File: src/hdl/cprm_defines.svh
// register map, field positions and reset values of the programmer register model
// Operation
// - The block holds sixteen 32-bit general registers, a program counter, both stack pointers, a 16-bit status word, two function code registers and a vector table base.
// - The stack alias reaches the user stack pointer at user privilege and the supervisor stack pointer at supervisor privilege.
// - At user privilege only the low condition-flag byte of the status word is reachable, at supervisor privilege all of it.
// - Copying the whole status word out at user privilege is refused as a privilege violation.
// - The status word keeps trace bits at 15 and 14, privilege at 13, priority mask at 10 to 8, flags at 4 to 0, others zero.
// - Data registers take bit, byte, word and long operands, and any two of them form a 64-bit pair.
// - Any of the sixteen general registers can be chosen as the index of an address calculation.
// - Address registers take only word and long writes and serve as stack or base pointers.
// - The program counter is either advanced or loaded anew, also on exception entry.
// - Supervisor control registers are reachable only at supervisor privilege.
`ifndef CPRM_DEFINES_SVH
`define CPRM_DEFINES_SVH

// byte offsets
`define CPRM_OFF_DATA0 8'h00
`define CPRM_OFF_ADDR0 8'h20
`define CPRM_OFF_STACK 8'h3c
`define CPRM_OFF_PC 8'h40
`define CPRM_OFF_STATUS 8'h44
`define CPRM_OFF_VBASE 8'h48
`define CPRM_OFF_SFC 8'h4c
`define CPRM_OFF_DFC 8'h50
`define CPRM_OFF_USP 8'h54
`define CPRM_OFF_PC_ADV 8'h58
`define CPRM_OFF_EXC 8'h5c
`define CPRM_OFF_INDEX_CFG 8'h60
`define CPRM_OFF_INDEX_RES 8'h64
`define CPRM_OFF_QUAD_CFG 8'h68
`define CPRM_OFF_QUAD_HI 8'h6c
`define CPRM_OFF_QUAD_LO 8'h70
`define CPRM_OFF_BIT_OP 8'h74
`define CPRM_OFF_STATUS_COPY 8'h78
`define CPRM_OFF_FAULT 8'h7c

// status word fields
`define CPRM_SW_T1 15
`define CPRM_SW_T0 14
`define CPRM_SW_S 13
`define CPRM_SW_IPM_HI 10
`define CPRM_SW_IPM_LO 8
`define CPRM_SW_Z 2
`define CPRM_STATUS_RESET 16'h2700
`define CPRM_STATUS_MASK 16'he71f
`define CPRM_FLAG_MASK 8'h1f

// general register bank
`define CPRM_NUM_GPR 17
`define CPRM_IDX_USP 5'h0f
`define CPRM_IDX_SSP 5'h10
`define CPRM_GPR_RESET 32'h0000_0000

// byte lane patterns
`define CPRM_BE_BYTE 4'h1
`define CPRM_BE_WORD 4'h3
`define CPRM_BE_LONG 4'hf

// fault register bits
`define CPRM_FAULT_PRIV 0
`define CPRM_FAULT_SIZE 1

`endif

File: src/hdl/cprm_pkg.sv
// types of the programmer register model
package cprm_pkg;

    typedef enum logic [4:0] {
        sel_none = 5'b00000,
        sel_data = 5'b00001,
        sel_addr = 5'b00010,
        sel_stack = 5'b00011,
        sel_pc = 5'b00100,
        sel_status = 5'b00101,
        sel_vbase = 5'b00110,
        sel_sfc = 5'b00111,
        sel_dfc = 5'b01000,
        sel_usp = 5'b01001,
        sel_pc_adv = 5'b01010,
        sel_exc = 5'b01011,
        sel_index_cfg = 5'b01100,
        sel_index_res = 5'b01101,
        sel_quad_cfg = 5'b01110,
        sel_quad_hi = 5'b01111,
        sel_quad_lo = 5'b10000,
        sel_bit_op = 5'b10001,
        sel_status_copy = 5'b10010,
        sel_fault = 5'b10011
    } cprm_sel_e;

    typedef enum logic [1:0] {
        bitop_test = 2'b00,
        bitop_change = 2'b01,
        bitop_clear = 2'b10,
        bitop_set = 2'b11
    } cprm_bitop_e;

    typedef struct packed {
        logic [31:0] value;
    } cprm_gpr_s;

    typedef struct packed {
        logic [15:0] status;
        logic [31:0] pc;
        logic [31:0] vbase;
        logic [2:0] alt_source_function_code;
        logic [2:0] dfc;
        logic [6:0] index_cfg;
        logic [6:0] quad_cfg;
        logic [9:0] bit_cfg;
        logic [1:0] fault;
        logic [31:0] rdata;
    } cprm_state_s;

endpackage : cprm_pkg

File: src/hdl/cprm_gpr.sv
// one 32-bit general register with byte lane writes
`timescale 1ns/100ps
`include "cprm_defines.svh"

module cprm_gpr (
    // clock and reset
    input wire logic pclk,
    input wire logic presetn,
    input wire logic ce,
    // write port
    input wire logic we,
    input wire logic [3:0] be,
    input wire logic sext,
    input wire logic [31:0] wd,
    // value
    output logic [31:0] q
);

    cprm_pkg::cprm_gpr_s st_q;
    cprm_pkg::cprm_gpr_s st_d;

    always_comb begin
        st_d = st_q;
        if (we) begin
            // without sext only written lanes change
            for (int i = 0; i < 4; i++) begin
                if (be[i]) begin
                    st_d.value[8*i +: 8] = wd[8*i +: 8];
                end
            end
            // word writes to address registers fill the upper half
            if (sext && (be == `CPRM_BE_WORD)) begin
                st_d.value[31:16] = {16{wd[15]}};
            end
        end
    end

    always_ff @(posedge pclk or negedge presetn) begin
        if (!presetn) begin
            st_q <= '0;
        end else if (ce) begin
            st_q <= st_d;
        end
    end

    assign q = st_q.value;

endmodule : cprm_gpr

File: src/hdl/cprm_regfile.sv
// programmer register model behind an apb slave
`timescale 1ns/100ps
`include "cprm_defines.svh"

module cprm_regfile (
    // clock and reset
    input wire logic pclk,
    input wire logic presetn,
    input wire logic ce,
    // apb slave
    input wire logic psel,
    input wire logic penable,
    input wire logic pwrite,
    input wire logic [7:0] paddr,
    input wire logic [31:0] pwdata,
    input wire logic [3:0] pstrb,
    output logic [31:0] prdata,
    output logic pready,
    output logic pslverr,
    // status view
    output logic supervisor,
    output logic [2:0] interrupt_priority_mask,
    output logic [1:0] trace_mode,
    output logic [31:0] program_counter
);

    cprm_pkg::cprm_state_s st_q;
    cprm_pkg::cprm_state_s st_d;

    // register bank wiring
    logic [31:0] gpr_q [`CPRM_NUM_GPR];
    logic [`CPRM_NUM_GPR-1:0] gpr_we;
    logic [3:0] gpr_be;
    logic gpr_sext;
    logic [31:0] gpr_wd;

    // decode and access helpers
    cprm_pkg::cprm_sel_e sel;
    logic sup;
    logic setup;
    logic access;
    logic err;
    logic priv_err;
    logic size_err;
    logic [31:0] rd_val;
    logic [31:0] stack_cur;
    logic [4:0] reg_idx;
    logic [31:0] idx_src;
    logic [31:0] idx_ext;
    logic [31:0] idx_res;
    logic [4:0] bit_reg;
    logic [31:0] bit_src;
    logic [31:0] bit_mask;
    logic lanes_ok;

    function automatic cprm_pkg::cprm_sel_e decode(input logic [7:0] a);
        cprm_pkg::cprm_sel_e s;
        s = cprm_pkg::sel_none;
        if (a[1:0] != 2'b00) begin
            s = cprm_pkg::sel_none;
        end else if (a < `CPRM_OFF_ADDR0) begin
            s = cprm_pkg::sel_data;
        end else if (a < `CPRM_OFF_STACK) begin
            s = cprm_pkg::sel_addr;
        end else begin
            case (a)
                `CPRM_OFF_STACK: s = cprm_pkg::sel_stack;
                `CPRM_OFF_PC: s = cprm_pkg::sel_pc;
                `CPRM_OFF_STATUS: s = cprm_pkg::sel_status;
                `CPRM_OFF_VBASE: s = cprm_pkg::sel_vbase;
                `CPRM_OFF_SFC: s = cprm_pkg::sel_sfc;
                `CPRM_OFF_DFC: s = cprm_pkg::sel_dfc;
                `CPRM_OFF_USP: s = cprm_pkg::sel_usp;
                `CPRM_OFF_PC_ADV: s = cprm_pkg::sel_pc_adv;
                `CPRM_OFF_EXC: s = cprm_pkg::sel_exc;
                `CPRM_OFF_INDEX_CFG: s = cprm_pkg::sel_index_cfg;
                `CPRM_OFF_INDEX_RES: s = cprm_pkg::sel_index_res;
                `CPRM_OFF_QUAD_CFG: s = cprm_pkg::sel_quad_cfg;
                `CPRM_OFF_QUAD_HI: s = cprm_pkg::sel_quad_hi;
                `CPRM_OFF_QUAD_LO: s = cprm_pkg::sel_quad_lo;
                `CPRM_OFF_BIT_OP: s = cprm_pkg::sel_bit_op;
                `CPRM_OFF_STATUS_COPY: s = cprm_pkg::sel_status_copy;
                `CPRM_OFF_FAULT: s = cprm_pkg::sel_fault;
                default: s = cprm_pkg::sel_none;
            endcase
        end
        return s;
    endfunction : decode

    // data, address and both stack registers
    genvar gi;
    generate
        for (gi = 0; gi < `CPRM_NUM_GPR; gi++) begin : g_gpr
            cprm_gpr u_gpr (
                .pclk(pclk),
                .presetn(presetn),
                .ce(ce),
                .we(gpr_we[gi]),
                .be(gpr_be),
                .sext(gpr_sext),
                .wd(gpr_wd),
                .q(gpr_q[gi])
            );
        end
    endgenerate

    assign sup = st_q.status[`CPRM_SW_S];
    assign setup = psel && !penable;
    assign access = psel && penable;
    assign sel = decode(paddr);
    assign stack_cur = sup ? gpr_q[`CPRM_IDX_SSP] : gpr_q[`CPRM_IDX_USP];
    assign reg_idx = (sel == cprm_pkg::sel_addr) ? {2'b01, paddr[4:2]} : {2'b00, paddr[4:2]};
    assign lanes_ok = (pstrb == `CPRM_BE_BYTE) || (pstrb == `CPRM_BE_WORD)
        || (pstrb == `CPRM_BE_LONG);

    // scaled index from any of the sixteen registers
    always_comb begin
        if (st_q.index_cfg[3:0] == 4'hf) begin
            idx_src = stack_cur;
        end else begin
            idx_src = gpr_q[{1'b0, st_q.index_cfg[3:0]}];
        end
        idx_ext = st_q.index_cfg[4] ? idx_src : {{16{idx_src[15]}}, idx_src[15:0]};
        idx_res = idx_ext << st_q.index_cfg[6:5];
    end

    // bit operand on a data register
    assign bit_reg = {2'b00, pwdata[2:0]};
    assign bit_src = gpr_q[bit_reg];
    assign bit_mask = 32'h0000_0001 << pwdata[7:3];

    // read value and refusal of the addressed register
    always_comb begin
        rd_val = 32'h0000_0000;
        priv_err = 1'b0;
        size_err = 1'b0;
        err = 1'b0;
        case (sel)
            cprm_pkg::sel_data: begin
                rd_val = gpr_q[reg_idx];
                size_err = pwrite && !lanes_ok;
            end
            cprm_pkg::sel_addr: begin
                rd_val = gpr_q[reg_idx];
                size_err = pwrite && (!lanes_ok || (pstrb == `CPRM_BE_BYTE));
            end
            cprm_pkg::sel_stack: begin
                rd_val = stack_cur;
                size_err = pwrite && (!lanes_ok || (pstrb == `CPRM_BE_BYTE));
            end
            cprm_pkg::sel_usp: begin
                rd_val = gpr_q[`CPRM_IDX_USP];
                priv_err = !sup;
                size_err = pwrite && (!lanes_ok || (pstrb == `CPRM_BE_BYTE));
            end
            cprm_pkg::sel_pc: rd_val = st_q.pc;
            cprm_pkg::sel_status: begin
                // user view holds the condition flag byte only
                rd_val = {16'h0000, sup ? st_q.status : {8'h00, st_q.status[7:0]}};
            end
            cprm_pkg::sel_vbase: begin
                rd_val = st_q.vbase;
                priv_err = !sup;
            end
            cprm_pkg::sel_sfc: begin
                rd_val = {29'h0, st_q.alt_source_function_code};
                priv_err = !sup;
            end
            cprm_pkg::sel_dfc: begin
                rd_val = {29'h0, st_q.dfc};
                priv_err = !sup;
            end
            cprm_pkg::sel_pc_adv: rd_val = 32'h0000_0000;
            cprm_pkg::sel_exc: rd_val = 32'h0000_0000;
            cprm_pkg::sel_index_cfg: rd_val = {25'h0, st_q.index_cfg};
            cprm_pkg::sel_index_res: begin
                rd_val = idx_res;
                err = pwrite;
            end
            cprm_pkg::sel_quad_cfg: rd_val = {25'h0, st_q.quad_cfg};
            cprm_pkg::sel_quad_hi: begin
                rd_val = gpr_q[{2'b00, st_q.quad_cfg[2:0]}];
                size_err = pwrite && (pstrb != `CPRM_BE_LONG);
            end
            cprm_pkg::sel_quad_lo: begin
                rd_val = gpr_q[{2'b00, st_q.quad_cfg[6:4]}];
                size_err = pwrite && (pstrb != `CPRM_BE_LONG);
            end
            cprm_pkg::sel_bit_op: rd_val = {22'h0, st_q.bit_cfg};
            cprm_pkg::sel_status_copy: begin
                rd_val = {16'h0000, st_q.status};
                priv_err = !sup;
                err = pwrite;
            end
            cprm_pkg::sel_fault: rd_val = {30'h0, st_q.fault};
            default: err = 1'b1;
        endcase
        err = err || priv_err || size_err;
    end

    // next state and write effects
    always_comb begin
        st_d = st_q;
        gpr_we = '0;
        gpr_be = `CPRM_BE_LONG;
        gpr_sext = 1'b0;
        gpr_wd = pwdata;
        if (setup) begin
            st_d.rdata = err ? 32'h0000_0000 : rd_val;
        end
        if (access && pwrite && !err) begin
            case (sel)
                cprm_pkg::sel_data: begin
                    gpr_we[reg_idx] = 1'b1;
                    gpr_be = pstrb;
                end
                cprm_pkg::sel_addr: begin
                    gpr_we[reg_idx] = 1'b1;
                    gpr_be = pstrb;
                    gpr_sext = 1'b1;
                end
                cprm_pkg::sel_stack: begin
                    gpr_we[sup ? `CPRM_IDX_SSP : `CPRM_IDX_USP] = 1'b1;
                    gpr_be = pstrb;
                    gpr_sext = 1'b1;
                end
                cprm_pkg::sel_usp: begin
                    gpr_we[`CPRM_IDX_USP] = 1'b1;
                    gpr_be = pstrb;
                    gpr_sext = 1'b1;
                end
                cprm_pkg::sel_pc: st_d.pc = pwdata;
                cprm_pkg::sel_pc_adv: begin
                    st_d.pc = st_q.pc + {24'h0, pwdata[7:1], 1'b0};
                end
                cprm_pkg::sel_exc: begin
                    // exception entry: vector fetch address, supervisor, no trace
                    st_d.pc = st_q.vbase + {22'h0, pwdata[7:0], 2'b00};
                    st_d.status[`CPRM_SW_T1] = 1'b0;
                    st_d.status[`CPRM_SW_T0] = 1'b0;
                    st_d.status[`CPRM_SW_S] = 1'b1;
                end
                cprm_pkg::sel_status: begin
                    if (sup) begin
                        st_d.status = pwdata[15:0] & `CPRM_STATUS_MASK;
                    end else begin
                        st_d.status[7:0] = pwdata[7:0] & `CPRM_FLAG_MASK;
                    end
                end
                cprm_pkg::sel_vbase: st_d.vbase = pwdata;
                cprm_pkg::sel_sfc: st_d.alt_source_function_code = pwdata[2:0];
                cprm_pkg::sel_dfc: st_d.dfc = pwdata[2:0];
                cprm_pkg::sel_index_cfg: st_d.index_cfg = pwdata[6:0];
                cprm_pkg::sel_quad_cfg: st_d.quad_cfg = pwdata[6:0];
                cprm_pkg::sel_quad_hi: gpr_we[{2'b00, st_q.quad_cfg[2:0]}] = 1'b1;
                cprm_pkg::sel_quad_lo: gpr_we[{2'b00, st_q.quad_cfg[6:4]}] = 1'b1;
                cprm_pkg::sel_bit_op: begin
                    st_d.bit_cfg = pwdata[9:0];
                    st_d.status[`CPRM_SW_Z] = !(|(bit_src & bit_mask));
                    case (cprm_pkg::cprm_bitop_e'(pwdata[9:8]))
                        cprm_pkg::bitop_change: gpr_wd = bit_src ^ bit_mask;
                        cprm_pkg::bitop_clear: gpr_wd = bit_src & ~bit_mask;
                        cprm_pkg::bitop_set: gpr_wd = bit_src | bit_mask;
                        default: gpr_wd = bit_src;
                    endcase
                    gpr_we[bit_reg] = (pwdata[9:8] != 2'b00);
                end
                cprm_pkg::sel_fault: st_d.fault = st_q.fault & ~pwdata[1:0];
                default: st_d.fault = st_d.fault;
            endcase
        end
        // a new refusal wins over a clear in the same access
        if (access && priv_err) begin
            st_d.fault[`CPRM_FAULT_PRIV] = 1'b1;
        end
        if (access && size_err) begin
            st_d.fault[`CPRM_FAULT_SIZE] = 1'b1;
        end
    end

    always_ff @(posedge pclk or negedge presetn) begin
        if (!presetn) begin
            st_q <= '0;
            st_q.status <= `CPRM_STATUS_RESET;
        end else if (ce) begin
            st_q <= st_d;
        end
    end

    // bus answer
    assign pready = ce;
    assign pslverr = access && err;
    assign prdata = st_q.rdata;

    // status view
    assign supervisor = st_q.status[`CPRM_SW_S];
    assign interrupt_priority_mask = st_q.status[`CPRM_SW_IPM_HI:`CPRM_SW_IPM_LO];
    assign trace_mode = st_q.status[`CPRM_SW_T1:`CPRM_SW_T0];
    assign program_counter = st_q.pc;

endmodule : cprm_regfile

File: config.mk
export PLATFORM = sky130hd
export DESIGN_NAME = cprm_regfile
export DESIGN_NICKNAME = d
export VERILOG_FILES = /design/src/hdl/cprm_pkg.sv /design/src/hdl/cprm_gpr.sv /design/src/hdl/cprm_regfile.sv
export VERILOG_INCLUDE_DIRS = /design/src /design/src/hdl
export SDC_FILE = /design/constraint.sdc
export NUM_CORES = 2
export LEC_CHECK = 0
export ABC_AREA = 1
export BUFFER_PORTS_ARGS = -buffer_cell sky130_fd_sc_hd__clkbuf_2
export CORE_ASPECT_RATIO = 1.1
export CORE_MARGIN = 2
export CORE_UTILIZATION = 40
export CTS_CLUSTER_SIZE = 40
export DETAILED_ROUTE_END_ITERATION = 8
export SLEW_MARGIN = 20
export SYNTH_ARGS = -nofsm -noshare
export SYNTH_HDL_FRONTEND = slang
export SYNTH_SLANG_ARGS = --single-unit
File: constraint.sdc
create_clock -name pclk -period 4.8 [get_ports pclk]
set_clock_uncertainty 0.15 [all_clocks]
set_input_delay 1.44 -clock pclk [delete_from_list [all_inputs] [get_ports pclk]]
set_output_delay 1.44 -clock pclk [all_outputs]
set_load 0.02 [all_outputs]
==> summary.md <==
| Metric | Value |
|---|---|
| Clock Sink Count | `683` |
| GRT Overall Usage | `48.12%` |
| Largest net degree at the start of global routing | `148` |
| P_int | `around 11 mW` |
| Worst path top cell family by delay | `buffers and inverters` |
| Port-buffer cells | `~120` |
| Mapped Nets | `~7200` |
| Pleak | `between 20 and 30 nW` |
| 1st-iter DRT viols | `just over 9000` |
| Final setup fails | `0` |
| First-pass GRT wire length | `414.6 mm` |
| Max Slew Vio Count | `0` |
| Detail Route Antenna Nets | `0` |
| Clock share of power | `48.9%` |
| Inserted Clock Buffers | `83` |
| Bufs and invs on worst path | `8` |
| Longest Clk Path Bufs | `3` |
| Post-Synth XOR/XNOR Area | `less than 1%` |
| Crit path cell chain | `clkbuf_2 -> inv_1 -> buf_4 -> nand2_2 -> inv_2 -> a21oi_2 -> buf_4 -> nand2_2 -> buf_4 -> nand3_1 -> nand3_1 -> nor2_1 -> nand3_1 -> nand3_2 -> nand2_2 -> inv_2 -> buf_6` |
| P&R area growth vs syn | `20.78%` |
| Final period utilization | `roughly 97%` |
| Via count | `57340` |
| Status | `complete, but fails checks` |
| Vias in the first global route | `roughly 53000` |
| Post-Route WL | `roughly 300 mm` |
| Failing checks | `DRC` |
| Area share of and/or/nand/nor cells after synthesis | `26.97%` |
| Mux share of post-synthesis cell area | `less than 1%` |
| Avg Vias per Cell | `6.434` |
| Top cell type's share of synthesized area | `a little over a third` |
| Post-DR wirelength/cell | `33.50 um` |
| Placed Cells | `8743` |
| Core Box Area | `between 100000 and 150000 um^2` |
| Power Total | `15.01 mW` |
| Max Freq | `~0.21 GHz` |
| Slowest stage cell, crit path | `buf_4` |
| Most frequent cells in the layout | `nand2_1, o21ai_0, dfrtp_1, inv_1, buf_4` |
| Initial Util | `between 40% and 50%` |
| Non-Filler Instances | `between 8000 and 9000` |
| DRC | `1` |
| Actual slew at the worst max-slew pin | `1.174 ns` |
| H-tree Lvls | `3` |
| Post-synth ARST share | `100.0%` |
| Crit path kind | `in -> out` |
| Number of flops mapped to enable cells by yosys | `0` |
| Dominant cells by area after synthesis | `dfrtp_1, nand2_1, o21ai_0` |
| Max Cap Viol | `0` |
| GPL Wtd Cong | `approximately 1.1` |
| Share of layout cells above drive strength 1 | `14.27%` |
| Yosys warnings | `0` |
| CP startpoint kind | `input pin` |
| Mean Syn Cell Area | `6.785 um^2` |
| Pre-antenna DRT Iters | `9` |
| FP Rows | `132` |
| Total negative slack | `0 ns` |
| Reg clk slew, reported paths | `~0.06 ns` |
| Critical Path Max Stage Delay | `roughly 0.17 ns` |
| Root Driver | `clkbuf_16` |
| CP required | `3.21 ns` |
| Num ports | `122` |
| Die W | `332.3 um` |
| Final Hold Viols | `0` |
| CTS tree | `yes` |
| Seq pwr share | `about two fifths` |
| Largest family of logic cells by synthesized area | `simple AND/OR/NAND/NOR gates` |
| GRT Residual Overflow | `0` |
| Post-layout min period | `4.662 ns` |
| Register bit total from synthesis | `683` |
| Peak supply drop | `~0.27 mV` |
| Pwr dens | `~260 nW/um^2` |
| Logic gate share of total power | `between 10 and 15%` |
| Initial antenna violation count | `25` |
| Crit path DAT | `~3 ns` |
| Net Sw Frac | `~28%` |
| Mapped cell area | `between 40000 and 50000 um^2` |
| Post-Synth Adder-Cell Area | `3.013%` |
| Post-layout net count | `between 7000 and 8000` |
| Die area | `about 120000 um^2` |
| Worst-Skew Late Latency | `~0.73 ns` |
| Final worst setup slack | `approximately 0.14 ns` |
| Slew margin rel. | `about a fifth` |
| Mapped Cells | `between 6000 and 7000` |
| Compound-gate portion of the synthesized area | `24.13%` |
| CP endpoint kind | `primary output` |
| Most common cell after layout, fill and taps aside | `nand2_1` |
| Yosys cell types | `62` |
| Die H | `365.2 um` |
| Worst-path maximum fanout | `7` |
| HPWL after DPL | `around 210 mm` |
| Sequential share of the synthesized area | `36.05%` |
| Switching pwr | `around 4.3 mW` |
| Synth area leader | `dfrtp_1` |
| Hold Crit Class | `reg -> reg` |
| Setup WS pre-CTS | `-0.3305 ns` |
| Ys flop type | `dfrtp_1` |
area by class of cell:
cell class / count / area [um^2]
inverter: 581 / 2192
multi-input combinational: 5190 / 25950
clock inverter: 40 / 654.4
tap: 1541 / 1928
fill: 11970 / 60470
timing repair buffer: 752 / 7004
sequential: 683 / 17110
clock buffer: 114 / 2415
antenna: 11 / 27.53
metrics by stage:
stage,cell area (um^2),util [%],hold WS (ns)
floorplan,47430,-,0.2922
global placement,54030,45.88,0.3071
detailed placement,54030,45.88,0.3085
CTS,57100,48.49,0.3232
global route,57260,48.62,0.3433
finish,57280,48.65,0.3268
worst paths after layout:
check / cells after the start / endpoint / startpoint / slack [ns]
max: 17 / pslverr / paddr[7] / 0.14
min: 2 / g_gpr[9].u_gpr.q[20]$_DFFE_PN0P_ / g_gpr[9].u_gpr.q[20]$_DFFE_PN0P_ / 0.33
max reg2reg: 13 / prdata[6]$_DFFE_PN0P_ / st_q[45]$_DFFE_PN0P_ / 0.74
min reg2reg: 2 / g_gpr[9].u_gpr.q[20]$_DFFE_PN0P_ / g_gpr[9].u_gpr.q[20]$_DFFE_PN0P_ / 0.33
max in group asynchronous: 3 / g_gpr[15].u_gpr.q[25]$_DFFE_PN0P_ / presetn / 2.73
min in group asynchronous: 1 / g_gpr[5].u_gpr.q[4]$_DFFE_PN0P_ / presetn / 0.59
logic make-up (layout without fill, tap and decap cells):
logic type,Yosys count,count (layout)
other,0,11
DFF,683,683
and+or+nand+nor,3118,3118
xor gates and xnor gates,3,3
muxes,4,4
AOI/OAI and AO/OA,1952,1952
adders and majority gates,113,113
buffers and inverters,1117,1487
metal layers:
metal  up-vias  GRT usage [%]  share of wire, %
li1      24340              -                 -
met1     27150          58.68                36
met2      4594          68.63                40
met3      1249          15.09                13
met4        14          42.09                11
met5         -              0             0.033
worst reg2reg max path, stage by stage, from the launching register on:
cell,delay (ns)
dfrtp_1,0.54
nand2_1,0.29
nor2_1,0.20
clkinv_1,0.73
o21ai_0,0.42
nor2_1,0.07
o2111ai_1,0.21
nand2_1,0.32
nor2_1,0.16
o2111ai_1,0.25
nor2_1,0.17
nand3_1,0.21
nand2_1,0.16
nand2_1,0.05
sequential cells by signal (all words and copies together) (netlist names):
| register | count |
|---|---|
| trace_mode | 2 |
| supervisor | 1 |
| interrupt_priority_mask | 3 |
| program_counter | 32 |
| prdata | 32 |
| g_gpr.u_gpr.q | 544 |
| st_q | 69 |
power groups by stage:
stage | Combinational (mW) | Clock (mW) | Sequential [mW]
floorplan | 0.644 | 0 | 5.91
global placement | 1.75 | 0 | 5.92
detailed placement | 1.76 | 0 | 5.92
CTS | 1.76 | 7.32 | 5.82
global route | 1.91 | 7.55 | 5.82
finish | 1.86 | 7.33 | 5.82
Yosys cell counts (40+ instances only):
cell      instances
a21oi_1         382
a221oi_1         59
a22oi_1          62
buf_2            40
buf_4            95
clkbuf_1        372
dfrtp_1         679
ha_1            111
inv_1           551
nand2_1        2136
nand3_1         287
nand4_1         110
nor2_1          424
nor3_1           63
o211ai_1         53
o21ai_0         776
o221ai_1         99
o22ai_1         398
timing repair:
item                                   CTS  global route
setup endpoints to repair                1             1
setup buffers                            0             3
resized for setup                        2            33
gates cloned                             0             0
pin swaps                                0             5
endpoints found under the hold margin    0             0
hold buffers                             0             0
Note: power is estimated with default switching activity, not from simulation.
